===== src/rtl/oct_pkg.sv =====
/*
   Shared constants and carrier types for the overcurrent time element.
   Assumes one 50 MHz clock and measured quantities delivered on that clock.
*/
package oct_pkg;

   // ----------------------------------------------------------------
   // Register map, byte addresses
   // ----------------------------------------------------------------
   localparam logic [5:0] OCT_CTRL_OFS = 6'h00;
   localparam logic [5:0] OCT_PICKUP_OFS = 6'h04;
   localparam logic [5:0] OCT_TDELAY_OFS = 6'h08;
   localparam logic [5:0] OCT_TMULT_OFS = 6'h0c;
   localparam logic [5:0] OCT_RDELAY_OFS = 6'h10;
   localparam logic [5:0] OCT_MTA_OFS = 6'h14;
   localparam logic [5:0] OCT_NOMINAL_OFS = 6'h18;
   localparam logic [5:0] OCT_STATUS_OFS = 6'h1c;
   localparam logic [5:0] OCT_ACCUM_OFS = 6'h20;

   // ----------------------------------------------------------------
   // Control field positions and reset values
   // ----------------------------------------------------------------
   localparam int OCT_EN_BIT = 0;
   localparam int OCT_CURVE_LSB = 1;
   localparam int OCT_RMODE_LSB = 5;
   localparam int OCT_METHOD_LSB = 7;
   localparam int OCT_CTSIDE_BIT = 9;
   localparam int OCT_DMODE_LSB = 10;
   localparam int OCT_LOSSTRIP_BIT = 12;
   localparam int OCT_VREN_BIT = 13;
   localparam int OCT_VMODE_BIT = 14;
   localparam logic [15:0] OCT_CTRL_RST = 16'h0000;
   localparam logic [15:0] OCT_PICKUP_RST = 16'h0100;
   localparam logic [15:0] OCT_TDELAY_RST = 16'h0064;
   localparam logic [15:0] OCT_TMULT_RST = 16'h0064;
   localparam logic [15:0] OCT_RDELAY_RST = 16'h0000;
   localparam logic [15:0] OCT_MTA_RST = 16'h0000;
   localparam logic [15:0] OCT_NOMINAL_RST = 16'h0100;

   // ----------------------------------------------------------------
   // Curve, reset mode, measuring method and direction codes
   // ----------------------------------------------------------------
   localparam logic [3:0] OCT_CURVE_DEFINITE_TIME_CURVE = 4'h0;
   localparam logic [3:0] OCT_CURVE_THERM_FIRST = 4'h8;
   localparam logic [3:0] OCT_CURVE_LAST = 4'hb;
   localparam logic [1:0] OCT_RST_INST = 2'h0;
   localparam logic [1:0] OCT_RST_DEFINITE = 2'h1;
   localparam logic [1:0] OCT_METH_FUND = 2'h0;
   localparam logic [1:0] OCT_METH_RMS = 2'h1;
   localparam logic [1:0] OCT_DIR_NONE = 2'h0;
   localparam logic [1:0] OCT_DIR_FWD = 2'h1;

   // ----------------------------------------------------------------
   // Scaling and timing
   // ----------------------------------------------------------------
   localparam int OCT_CAP_PICKUP_MULT = 20;
   localparam int OCT_CAP_NOMINAL_MULT = 40;
   localparam logic [8:0] OCT_VR_UNITY = 9'h100;
   localparam logic [8:0] OCT_VR_FLOOR = 9'h040;
   localparam logic [15:0] OCT_TM_MIN_INV = 16'h0005;
   localparam logic [15:0] OCT_TM_MAX_INV = 16'h07d0;
   localparam logic [15:0] OCT_TM_MIN_TH = 16'h0001;
   localparam logic [15:0] OCT_TM_MAX_TH = 16'h2710;
   localparam int OCT_CLK_MHZ = 50;
   localparam int OCT_TICK_US = 1000;
   localparam int OCT_TICK_CYCLES = OCT_TICK_US * OCT_CLK_MHZ;

   // One measured current set from one transformer side.
   typedef struct packed {
      logic [15:0] fund;
      logic [15:0] rms;
      logic [15:0] neg_seq;
      logic [7:0] angle;
   } oct_meas_t;

   // Polarising and restraint voltages, magnitudes in Q8 per unit.
   typedef struct packed {
      logic [7:0] line_voltage_two_three;
      logic [7:0] line_voltage_three_one;
      logic [7:0] line_voltage_one_two;
      logic [15:0] pp_mag;
      logic [15:0] pg_mag;
      logic measured_ok;
      logic memory_ok;
   } oct_volt_t;

endpackage : oct_pkg


===== src/rtl/oct_element.sv =====
/*
   One phase overcurrent time element with an Avalon-MM register slave.
   Assumes measurements come from relay logic on clock_in, so no
   synchronisers are needed on them.
*/
`timescale 1ns/10ps

// What this block does
// [RULE_01] Current above pickup starts trip timing.
// [RULE_02] Definite curve trips after fixed delay.
// [RULE_03] Definite curve resets at once below pickup.
// [RULE_04] Other curves derive delay from selected curve.
// [RULE_05] Three reset modes for non-definite curves.
// [RULE_06] Instantaneous reset clears accumulator within two cycles.
// [RULE_07] Definite reset waits the reset delay setting.
// [RULE_08] Inverse reset delay follows the selected curve.
// [RULE_09] Time multiplier scales delay, curve-dependent range.
// [RULE_10] Non-thermal delay never below minimum trip delay.
// [RULE_11] Cap is min of 20x pickup, 40x nominal.
// [RULE_12] Minimum delay is curve delay at cap.
// [RULE_13] Measure fundamental, true RMS or negative sequence.
// [RULE_14] Monitor neutral or mains side transformers.
// [RULE_15] Directional only with mains side selected.
// [RULE_16] Direction judged against max torque angle.
// [RULE_17] Phase polarised by opposite line voltage.
// [RULE_18] No reference voltage: trip non-directional or block.
// [RULE_19] Restraint lowers pickup as voltage drops.
// [RULE_20] Restraint voltage phase-phase or phase-ground.
// [RULE_21] Host sets delays of 30 ms with inrush blocking.
// [RULE_22] Accumulate per tick and compare with delay.
module oct_element
   import oct_pkg::*;
#(
   parameter int PHASE = 0,
   parameter int TICK_CYCLES = OCT_TICK_CYCLES
) (
   input wire logic clock_in,
   input wire logic srst_in,
   input wire logic [5:0] avs_address_in,
   input wire logic [3:0] avs_byteenable_in,
   input wire logic avs_read_in,
   input wire logic avs_write_in,
   input wire logic [31:0] avs_writedata_in,
   output logic [31:0] avs_readdata_out,
   output logic avs_waitrequest_out,
   input wire oct_meas_t neutral_side_transformer_in,
   input wire oct_meas_t mains_side_transformer_in,
   input wire oct_volt_t volt_in,
   output logic pickup_out,
   output logic trip_out,
   output logic forward_out
);

   // ----------------------------------------------------------------
   // Elaboration checks
   // ----------------------------------------------------------------
   if (PHASE < 0 || PHASE > 2) begin : g_bad_phase
      $error("PHASE must be 0, 1 or 2");
   end
   if (TICK_CYCLES < 2) begin : g_bad_tick
      $error("TICK_CYCLES must be at least 2");
   end

   localparam int TW = $clog2(TICK_CYCLES);

   // ----------------------------------------------------------------
   // Helpers
   // ----------------------------------------------------------------
   function automatic logic [15:0] merge16(input logic [15:0] old,
      input logic [31:0] wd, input logic [3:0] be);
      merge16 = {be[1] ? wd[15:8] : old[15:8], be[0] ? wd[7:0] : old[7:0]};
   endfunction : merge16

   // Curve numerators, in hundredths, shaping each inverse characteristic.
   function automatic logic [13:0] curve_gain(input logic [3:0] c);
      case (c)
         4'h1: curve_gain = 14'h000e;
         4'h2: curve_gain = 14'h0546;
         4'h3: curve_gain = 14'h1f40;
         4'h4: curve_gain = 14'h2ee0;
         4'h5: curve_gain = 14'h0005;
         4'h6: curve_gain = 14'h07a9;
         4'h7: curve_gain = 14'h0b04;
         4'h8, 4'h9, 4'ha, 4'hb: curve_gain = 14'h01f4;
         default: curve_gain = 14'h0064;
      endcase
   endfunction : curve_gain

   // ----------------------------------------------------------------
   // Register file
   // ----------------------------------------------------------------
   logic [15:0] ctrl_reg;
   logic [15:0] set_pickup_reg;
   logic [15:0] tdelay_reg;
   logic [15:0] tmult_reg;
   logic [15:0] rdelay_reg;
   logic [15:0] mta_reg;
   logic [15:0] nominal_reg;
   logic ack_reg;
   logic [31:0] rdata_reg;

   wire logic req = avs_read_in | avs_write_in;
   wire logic wr_go = avs_write_in & ack_reg;
   wire logic [3:0] be = avs_byteenable_in;
   wire logic [31:0] wd = avs_writedata_in;

   wire logic enable = ctrl_reg[OCT_EN_BIT];
   wire logic [3:0] curve_raw = ctrl_reg[OCT_CURVE_LSB +: 4];
   wire logic [1:0] rst_mode = ctrl_reg[OCT_RMODE_LSB +: 2];
   wire logic [1:0] method = ctrl_reg[OCT_METHOD_LSB +: 2];
   wire logic mains_side_transformer = ctrl_reg[OCT_CTSIDE_BIT];
   wire logic [1:0] dir_mode = ctrl_reg[OCT_DMODE_LSB +: 2];
   wire logic loss_trip = ctrl_reg[OCT_LOSSTRIP_BIT];
   wire logic vr_en = ctrl_reg[OCT_VREN_BIT];
   wire logic vmode_pg = ctrl_reg[OCT_VMODE_BIT];

   // Undefined curve codes fall back to definite time rather than stall.
   wire logic [3:0] curve = (curve_raw > OCT_CURVE_LAST) ? OCT_CURVE_DEFINITE_TIME_CURVE : curve_raw;
   wire logic is_definite_time_curve = (curve == OCT_CURVE_DEFINITE_TIME_CURVE);
   wire logic is_therm = (curve >= OCT_CURVE_THERM_FIRST);

   // The slave answers one cycle after a request with waitrequest low.
   always_ff @(posedge clock_in) begin
      if (srst_in) begin
         ack_reg <= 1'b0;
      end else begin
         ack_reg <= req & ~ack_reg;
      end
   end

   assign avs_waitrequest_out = req & ~ack_reg;
   assign avs_readdata_out = rdata_reg;

   always_ff @(posedge clock_in) begin
      if (srst_in) begin
         ctrl_reg <= OCT_CTRL_RST;
         set_pickup_reg <= OCT_PICKUP_RST;
         tdelay_reg <= OCT_TDELAY_RST;
         tmult_reg <= OCT_TMULT_RST;
         rdelay_reg <= OCT_RDELAY_RST;
         mta_reg <= OCT_MTA_RST;
         nominal_reg <= OCT_NOMINAL_RST;
      end else if (wr_go) begin
         case (avs_address_in)
            OCT_CTRL_OFS: ctrl_reg <= merge16(ctrl_reg, wd, be);
            OCT_PICKUP_OFS: set_pickup_reg <= merge16(set_pickup_reg, wd, be);
            OCT_TDELAY_OFS: tdelay_reg <= merge16(tdelay_reg, wd, be);
            OCT_TMULT_OFS: tmult_reg <= merge16(tmult_reg, wd, be);
            OCT_RDELAY_OFS: rdelay_reg <= merge16(rdelay_reg, wd, be);
            OCT_MTA_OFS: mta_reg <= merge16(mta_reg, wd, be);
            OCT_NOMINAL_OFS: nominal_reg <= merge16(nominal_reg, wd, be);
            default: ;
         endcase
      end
   end

   // ----------------------------------------------------------------
   // Measurement selection and restraint
   // ----------------------------------------------------------------
   wire oct_meas_t meas = mains_side_transformer ? mains_side_transformer_in : neutral_side_transformer_in; // RULE_14
   wire logic [15:0] i_meas = (method == OCT_METH_FUND) ? meas.fund :
      (method == OCT_METH_RMS) ? meas.rms : meas.neg_seq; // RULE_13

   wire logic [15:0] v_restr = vmode_pg ? volt_in.pg_mag : volt_in.pp_mag; // RULE_20
   wire logic [8:0] vr_ratio = (v_restr < {7'h00, OCT_VR_FLOOR}) ? OCT_VR_FLOOR :
      (v_restr > {7'h00, OCT_VR_UNITY}) ? OCT_VR_UNITY : v_restr[8:0];
   wire logic [24:0] pickup_prod = set_pickup_reg * vr_ratio;
   // The floor stops the pickup collapsing to zero on a dead bus.
   wire logic [15:0] pickup_eff = vr_en ? pickup_prod[23:8] : set_pickup_reg; // RULE_19

   wire logic [21:0] cap_pick = 22'(pickup_eff * 22'(OCT_CAP_PICKUP_MULT));
   wire logic [21:0] cap_nom = 22'(nominal_reg * 22'(OCT_CAP_NOMINAL_MULT));
   wire logic [21:0] current_cap = (cap_pick < cap_nom) ? cap_pick : cap_nom; // RULE_11
   // Capping the current before the curve makes the cap's delay the minimum.
   wire logic [21:0] i_capped = (!is_therm && {6'h00, i_meas} > current_cap) ?
      current_cap : {6'h00, i_meas}; // RULE_10 RULE_12

   wire logic above = (i_meas > pickup_eff);

   // ----------------------------------------------------------------
   // Direction
   // ----------------------------------------------------------------
   wire logic [7:0] pol_ang = (PHASE == 0) ? volt_in.line_voltage_two_three :
      (PHASE == 1) ? volt_in.line_voltage_three_one : volt_in.line_voltage_one_two; // RULE_17
   wire logic [7:0] ang_diff = meas.angle - pol_ang - mta_reg[7:0]; // RULE_16
   // Within a quarter turn of the torque angle counts as forward.
   wire logic fwd = (ang_diff[7] == ang_diff[6]);
   wire logic v_ok = volt_in.measured_ok | volt_in.memory_ok;
   wire logic directional = mains_side_transformer && (dir_mode != OCT_DIR_NONE); // RULE_15
   wire logic dir_ok = !directional ? 1'b1 : !v_ok ? loss_trip : // RULE_18
      ((dir_mode == OCT_DIR_FWD) ? fwd : !fwd);

   wire logic run = enable & above & dir_ok; // RULE_01

   // ----------------------------------------------------------------
   // Evaluation tick
   // ----------------------------------------------------------------
   logic [TW-1:0] tick_cnt_reg;
   wire logic tick = (tick_cnt_reg == TW'(TICK_CYCLES - 1));
   wire logic [TW-1:0] tick_cnt_next = tick ? '0 : tick_cnt_reg + 1'b1;

   always_ff @(posedge clock_in) begin
      if (srst_in) begin
         tick_cnt_reg <= '0;
      end else begin
         tick_cnt_reg <= tick_cnt_next;
      end
   end

   // ----------------------------------------------------------------
   // Time accumulation and trip decision
   // ----------------------------------------------------------------
   wire logic [15:0] tm_lo = is_therm ? OCT_TM_MIN_TH : OCT_TM_MIN_INV;
   wire logic [15:0] tm_hi = is_therm ? OCT_TM_MAX_TH : OCT_TM_MAX_INV;
   wire logic [15:0] tmult = (tmult_reg < tm_lo) ? tm_lo : (tmult_reg > tm_hi) ? tm_hi : tmult_reg; // RULE_09
   wire logic [31:0] target = is_definite_time_curve ? {16'h0000, tdelay_reg} :
      32'(tmult * curve_gain(curve)); // RULE_04

   // Trip time is target divided by the weight, so weight rises with current.
   wire logic [21:0] excess = i_capped - {6'h00, pickup_eff};
   wire logic [31:0] up_w = is_definite_time_curve ? 32'h0000_0001 : {10'h000, excess}; // RULE_22
   wire logic [15:0] under = pickup_eff - i_meas;
   wire logic [15:0] dn_raw = is_therm ? pickup_eff : under; // RULE_08
   wire logic [31:0] dn_w = {16'h0000, (dn_raw == 16'h0000) ? 16'h0001 : dn_raw};

   logic [31:0] acc_reg;
   logic [15:0] rcnt_reg;
   logic trip_reg;
   logic pick_reg;
   logic fwd_reg;

   wire logic [32:0] add_full = {1'b0, acc_reg} + {1'b0, up_w};
   wire logic [31:0] acc_up = add_full[32] ? 32'hffff_ffff : add_full[31:0];
   wire logic [31:0] acc_dn = (acc_reg > dn_w) ? acc_reg - dn_w : 32'h0000_0000;
   wire logic rdone = (rcnt_reg >= rdelay_reg);

   wire logic [31:0] acc_fall = (is_definite_time_curve || rst_mode == OCT_RST_INST) ? 32'h0000_0000 : // RULE_03 RULE_06
      (rst_mode == OCT_RST_DEFINITE) ? (rdone ? 32'h0000_0000 : acc_reg) : // RULE_07
      (tick ? acc_dn : acc_reg); // RULE_05 RULE_08
   wire logic [31:0] acc_next = run ? (tick ? acc_up : acc_reg) : acc_fall; // RULE_22
   wire logic [15:0] rcnt_next = run ? 16'h0000 :
      ((tick && !rdone) ? rcnt_reg + 16'h0001 : rcnt_reg);
   wire logic trip_next = run && (acc_reg >= target); // RULE_02

   always_ff @(posedge clock_in) begin
      if (srst_in) begin
         acc_reg <= '0;
         rcnt_reg <= '0;
         trip_reg <= 1'b0;
         pick_reg <= 1'b0;
         fwd_reg <= 1'b0;
      end else begin
         acc_reg <= acc_next;
         rcnt_reg <= rcnt_next;
         trip_reg <= trip_next;
         pick_reg <= run;
         fwd_reg <= fwd;
      end
   end

   assign pickup_out = pick_reg;
   assign trip_out = trip_reg;
   assign forward_out = fwd_reg;

   // ----------------------------------------------------------------
   // Register read path
   // ----------------------------------------------------------------
   wire logic [31:0] status_word = {28'h0000000, dir_ok, fwd_reg, trip_reg, pick_reg};
   wire logic [31:0] rd_mux = (avs_address_in == OCT_CTRL_OFS) ? {16'h0000, ctrl_reg} :
      (avs_address_in == OCT_PICKUP_OFS) ? {16'h0000, set_pickup_reg} :
      (avs_address_in == OCT_TDELAY_OFS) ? {16'h0000, tdelay_reg} :
      (avs_address_in == OCT_TMULT_OFS) ? {16'h0000, tmult_reg} :
      (avs_address_in == OCT_RDELAY_OFS) ? {16'h0000, rdelay_reg} :
      (avs_address_in == OCT_MTA_OFS) ? {16'h0000, mta_reg} :
      (avs_address_in == OCT_NOMINAL_OFS) ? {16'h0000, nominal_reg} :
      (avs_address_in == OCT_STATUS_OFS) ? status_word :
      (avs_address_in == OCT_ACCUM_OFS) ? acc_reg : 32'h0000_0000;

   // Read data is captured in the wait cycle and stands on the answer cycle.
   always_ff @(posedge clock_in) begin
      if (srst_in) begin
         rdata_reg <= '0;
      end else if (avs_read_in && !ack_reg) begin
         rdata_reg <= rd_mux;
      end
   end
endmodule : oct_element


===== config.mk =====
export PLATFORM = sky130hd
export DESIGN_NAME = oct_element
export DESIGN_NICKNAME = d
export VERILOG_FILES = /design/src/rtl/oct_pkg.sv /design/src/rtl/oct_element.sv
export SDC_FILE = /design/constraint.sdc
export NUM_CORES = 2
export LEC_CHECK = 0
export BUFFER_PORTS_ARGS = -buffer_cell sky130_fd_sc_hd__buf_2
export CORE_AREA = 2 2 179 269
export CTS_CLUSTER_SIZE = 8
export DETAILED_ROUTE_END_ITERATION = 10
export DIE_AREA = 0 0 181 271
export GPL_TIMING_DRIVEN = 0
export PLACE_DENSITY = 0.85
export SLEW_MARGIN = 20
export SYNTH_ARGS = -nofsm -noshare
export SYNTH_HDL_FRONTEND = slang
export SYNTH_SLANG_ARGS = --single-unit

===== constraint.sdc =====
create_clock -name clock_in -period 55 [get_ports clock_in]
set_input_delay 2.75 -clock clock_in [delete_from_list [all_inputs] [get_ports clock_in]]
set_output_delay 2.75 -clock clock_in [all_outputs]
set_load 0.02 [all_outputs]

Yosys cells after proc, flatten, opt, wreduce, memory -nomap -nowiden
Memories as Yosys holds them, arrays and structs flattened.
Cells that the tools add are included.
- memories: 1
- register bits after elaboration: 212
- output and inout bits: 36
- bits of input ports: 216
- word-level logic and storage cells: 141
- memory bits (read-only): 224
- memory list (name ; depth ; bits a word ; rd ports ; clocked after memory_dff ; write ports ; RTL line ; RTL):
    (name not given) ; 16 ; 14 ; 1 ; 0 ; 0 ; oct_element.sv:76 ; case (c)
- bitwise gates (word level): 7
- muxes and demuxes: 38
- multipliers: 4
- order comparisons: 12
- equality and inequality tests: 15
- add/subtract/negate cells: 8
- reductions and logical operators: 34
- operator list (operator ; number):
    $mux W32 ; 17
    $mux W16 ; 8
    $mux W22 ; 3
    $mux W56 ; 1
    $reduce_and A3 Y1 ; 15
    $mul A16 B3 Y19 const B ; 2
    $add A32 B22 Y33 ; 1
    $add A16 B1 Y16 const B ; 2
    $ge A32 B30 Y1 ; 1
    $gt A32 B16 Y1 ; 1
    $sub A32 B16 Y32 ; 1
    $mul A16 B14 Y30 ; 1
    $mux W30 ; 1
    $eq A6 B5 Y1 const B ; 4
    $mul A16 B9 Y24 ; 1
    $gt A16 B22 Y1 ; 1
    $lt A21 B22 Y1 ; 1
    $sub A22 B16 Y22 ; 1
    $mux W9 ; 2
    $eq A16 B16 Y1 const B ; 1
    $ge A16 B16 Y1 ; 1
    $gt A16 B14 Y1 ; 1
    $gt A16 B16 Y1 ; 1
    $gt A16 B9 Y1 const B ; 1
    30 further kinds ; 49

Logic depth before layout (Yosys ltp)
- word-level depth: 18
- mapped depth: 82
- gate-level depth less buffers: 79

Worst setup path before layout
Ideal clock, no wire load.
- path kind: input-to-reg
- start point: input port volt_in[30] (netlist bit)
- end point: register acc_reg[31]
- required time: 54.883 ns
- setup time: 0.117 ns
- buffers on the path: 3
- cell stages on the path: 77
- path slack: 34.417 ns
- arrival time: 20.466 ns
- path through: or4_1 > nor2_1 > o221a_2 > o21ai_1 > nor2_1 > clkbuf_1 > nand2_1 > fa_1 > inv_1 > fa_1 > fa_1 > inv_1 > fa_1 > inv_1 > ha_1 > and4_1 > nand2_1 > or4_4 > (+41 left out) > o21a_1 > o31a_1 > o41ai_1 > o21ai_0 > maj3_2 > a211oi_1 > ha_1 > o21a_1 > o21a_1 > o21a_1 > a21o_1 > a21oi_1 > o31ai_1 > a31oi_1 > nor2_1 > a311oi_1 > a211oi_1 > a32o_1
- longest elaborated chain between the ends: 18
- elaborated cells between the ends (all ways): 35
- those cells by class: add/sub: 4; mul: 2; order compare: 6; eq/ne: 2; mux: 16; bitwise: 2; reduce/logical: 3
- ends and longest elaborated chain (element ; RTL line ; RTL):
    from (decl) ; oct_element.sv:48 ; input wire oct_volt_t volt_in,
    $mux W16 (*) ; oct_element.sv:164 ; wire logic [15:0] v_restr = vmode_pg ? volt_in.pg_mag : volt_in.pp_mag;
    $gt A16 B9 Y1 ; oct_element.sv:166 ; (v_restr > {7'h00, OCT_VR_UNITY}) ? OCT_VR_UNITY : v_restr[8:0];
    $mux W9 ; oct_element.sv:166 ;
    $mux W9 (*) ; oct_element.sv:165 ; wire logic [8:0] vr_ratio = (v_restr < {7'h00, OCT_VR_FLOOR}) ? OCT_VR_FLOOR :
    $mul A16 B9 Y24 (*) ; oct_element.sv:167 ; wire logic [24:0] pickup_prod = set_pickup_reg * vr_ratio;
    $mux W16 (*) ; oct_element.sv:169 ; wire logic [15:0] pickup_eff = vr_en ? pickup_prod[23:8] : set_pickup_reg;
    $mul A16 B3 Y19 ; oct_element.sv:171 ; wire logic [21:0] cap_pick = 22'(pickup_eff * 22'(OCT_CAP_PICKUP_MULT));
    $lt A21 B22 Y1 ; oct_element.sv:173 ; wire logic [21:0] current_cap = (cap_pick < cap_nom) ? cap_pick : cap_nom;
    $mux W22 ; oct_element.sv:173 ;
    $gt A16 B22 Y1 ; oct_element.sv:175 ; wire logic [21:0] i_capped = (!is_therm && {6'h00, i_meas} > current_cap) ?
    $logic_and A1 B1 Y1 ; oct_element.sv:175 ;
    $mux W22 ; oct_element.sv:175 ;
    $sub A22 B16 Y22 ; oct_element.sv:220 ; wire logic [21:0] excess = i_capped - {6'h00, pickup_eff};
    $mux W22 ; oct_element.sv:221 ; wire logic [31:0] up_w = is_definite_time_curve ? 32'h0000_0001 : {10'h000, excess};
    $add A32 B22 Y33 ; oct_element.sv:232 ; wire logic [32:0] add_full = {1'b0, acc_reg} + {1'b0, up_w};
    $mux W32 ; oct_element.sv:233 ; wire logic [31:0] acc_up = add_full[32] ? 32'hffff_ffff : add_full[31:0];
    $mux W32 (2 in series) ; oct_element.sv:240 ; wire logic [31:0] acc_next = run ? (tick ? acc_up : acc_reg) : acc_fall;
    to (signal assigned) ; oct_element.sv:253 ; acc_reg <= acc_next;
    to (decl) ; oct_element.sv:226 ; logic [31:0] acc_reg;
Every way passes the cells marked *; elsewhere a longest branch is shown, timed or not. The select of a mux whose other input is x is not followed.
A chain may end at the register's enable or synchronous reset.

Worst setup path in the final report
- start point: input port volt_in[30] (netlist bit)
- end point: register acc_reg[9]
The elaborated chain is that of the path after synthesis.

==> impl_metrics.yaml <==
grt:
  gr-usage-all-layers: 0.442
  grt_overflow: 0
  grt_pass1_wl_um: 166000
  grt_pass1_vias: 29926
  grt-busiest-layer: "met2"
  grt_use_met2: 0.735
  antenna_found_initial: 9
  globalRouteMet3Util: 0.0826
  grt_util_met1: 0.479
  grt_start_max_net_pins: 15
placed_design:
  portBuffers: 215
  hpwl_um: 89500
  place_ws_ns: 29.75
  dp_cells: 4636
  gp_congestion: 1.06
cts:
  insertion_delay_ns: 0.57
  postCtsSetupBuffers: 0
  cts_hold_buf: 0
  clkSinkCount: 212
  h-tree-depth: 1
  clock_path_buffers: 3
  clock-root-buffer: "clkbuf_16"
  ctsResizeCount: 0
  cts_tree: "built"
  clkSlewWorstSetupHoldPaths_ns: 0.06
  cts_buffers: 30
synthesis:
  synthCells: 3799
  ys.flop_type: "dfxtp_1"
  async_flop_share: 0
  yosys_warnings: 0
  synth_edf_count: 0
  muxShareOfSynthArea: 0.0414
  synthAdderAreaFrac: 0.326
  synth_top_family_by_area: "adder cells"
  synth-xor-area-share: 0.0451
  synthesis.area_um2: 30100
  syn_area_per_cell_um2: 7.92
  yosys_register_bits: 212
  synth-simple-area-share: 0.199
  synth.distinct_cells: 87
  synth.largest_area_cell: "fa_1"
  synth_top_area_frac: 0.182
  synth_compound_area_frac: 0.173
  synthTopCellsByArea: "fa_1, ha_1, dfxtp_1"
  seq_area_frac_synth: 0.141
routing:
  route.detailed.drc: 0
  drtAntennaViolNets: 0
  vias: 30072
  drtPass1Iterations: 8
  drt-initial-drc-count: 3000
  wl_per_cell_um: 23.4
  post_drt_via_cell_ratio: 6.43
  wl_um: 109000
final_layout:
  final_cell_mix: "nand2_1, inv_1, ha_1"
  layout.cells.non_filler: 4678
  final_util: 0.705
  areaGrowthSynthToFinish_pct: 9.22
  drive_gt1_frac: 0.0807
  final_common_cell: "nand2_1"
  final_nets: 4909
power:
  power_mw: 0.404
  p_int_mw: 0.284
  clkPwrFrac: 0.418
  netSwitchingFraction: 0.297
  powerDensity_nw_per_um2: 12.3
  switching_power_mw: 0.120
  vdd_drop_max_v: 0.0000168
  seq_power_share: 0.387
  p_comb_frac: 0.195
  power_leakage_nw: 15.2
worst_setup_path:
  cp.arrival_ns: 25.75
  max_stage_delay_ns: 0.84
  cp_max_fo: 10
  start_kind: "primary input"
  required_ns: 55.46
  reg2reg_depth: 80
  rr_startpoint: "ctrl_reg[14]"
  r2r-end: "acc_reg[9]"
  cp_slowest_cell: "a21oi_1"
  cp_common_cell: "nor2_1"
  r2r_setup_slack_ns: 31.46
  worstSetupEndpointType: "register"
  path_class: "in2reg"
die:
  core-area_um2: 46600
  design.die.area_um2: 49100
  die_w_um: 181
  rows: 97
  die_h_um: 271
  start_util: 0.645
  io_pins: 252
sta:
  final.period_utilization: 0.460
  setup_viol: 0
  rsz0062_at_grt: "false"
  fin_skew_ns: 0.0168
  finalHoldViolCount: 0
  max_clock_freq_mhz: 39.5
  fin_tns_setup_ns: 0
  tightest_slew_ns: 1.13
  fin_ws_ns: 29.71
  slew_headroom: 0.238
  period_needed_ns: 25.29
  drv_slew: 0
run:
  drv_cap: 0
outcome:
  outcome: "completed"
hold_path:
  hold_end: "tick_cnt_reg[0]"
  hold_class: "reg2reg"
  worstHoldStart: "tick_cnt_reg[0]"
  hold_depth: 1
==> cells in the mapped netlist, drive strengths merged (27+ instances only) <==
| library cell | number |
|---|---|
| ha | 346 |
| a211oi | 37 |
| nor2b | 48 |
| inv | 410 |
| nand3 | 147 |
| clkbuf | 153 |
| o21a | 34 |
| a31oi | 28 |
| dfxtp | 212 |
| nor3 | 56 |
| o21ai | 162 |
| mux2i | 75 |
| xnor2 | 94 |
| a21oi | 306 |
| and2 | 83 |
| nand2 | 525 |
| nand2b | 42 |
| and3 | 27 |
| a21o | 66 |
| fa | 273 |
| xor2 | 61 |
| nor2 | 276 |
==> area by class of cell <==
| cell class | count | area (µm²) |
|---|---|---|
| inverter | 410 | 1540 |
| fill | 3918 | 13800 |
| timing repair buffer | 217 | 1090 |
| buffer | 173 | 683 |
| multi-input combinational | 3030 | 23700 |
| antenna | 8 | 20.0 |
| tap | 594 | 743 |
| clock buffer | 34 | 797 |
| sequential | 212 | 4240 |
==> how the worst max path moves through the flow <==
| stage | start | to | slack [ns] | depth (start not counted) |
|---|---|---|---|---|
| after floorplan | volt_in[30] | acc_reg[31] | 34.42 | 77 |
| after global placement | volt_in[30] | acc_reg[9] | 29.13 | 76 |
| after detailed placement | volt_in[30] | acc_reg[9] | 29.75 | 79 |
| after CTS | volt_in[30] | acc_reg[9] | 30.29 | 79 |
| after global routing | volt_in[30] | acc_reg[9] | 28.72 | 80 |
| final | volt_in[30] | acc_reg[9] | 29.71 | 80 |
==> kinds of logic (layout without fill, tap and decap cells) <==
group	count (synthesis)	after routing
and+or+nand+nor	1302	1302
AOI/OAI and AO/OA	820	820
adders and majority gates	621	621
buffers and inverters	583	834
DFF	212	212
xor gates and xnor gates	155	155
muxes	104	104
other	2	36
==> power groups by stage <==
stage          clock (mW)  combinational (mW)  sequential (mW)
2_1_floorplan           0              0.0457            0.160
5_1_grt             0.174              0.0847            0.156
4_1_cts             0.167              0.0761            0.156
6_report            0.169              0.0789            0.156
3_3_place_gp            0              0.0741            0.160
3_5_place_dp            0              0.0757            0.160
==> stage by stage <==
step                cell area (µm²)  hold slack, ns
CTS                           32800           0.443
global route                  32800           0.469
detailed placement            32000           0.438
global placement              32000           0.431
finish                        32800           0.444
floorplan                     30200           0.413
==> layer usage <==
metal | part of all wire | vias to the layer above | wire length (µm)
met3 | 0.092 | 617 | 10100
li1 | - | 13483 | -
met5 | 0.00038 | - | 42
met2 | 0.46 | 1823 | 50500
met1 | 0.33 | 14143 | 36500
met4 | 0.11 | 6 | 12400
==> worst max-delay path, delay by kind of cell <==
kind | cells | cell delay, ns
muxes | 2 | 1.24
xor gates and xnor gates | 2 | 0.26
AOI/OAI and AO/OA | 30 | 8.47
and+or+nand+nor | 27 | 6.10
adders and majority gates | 10 | 4.22
buffers and inverters | 9 | 2.64
Note: power is estimated with default switching activity, not from simulation.
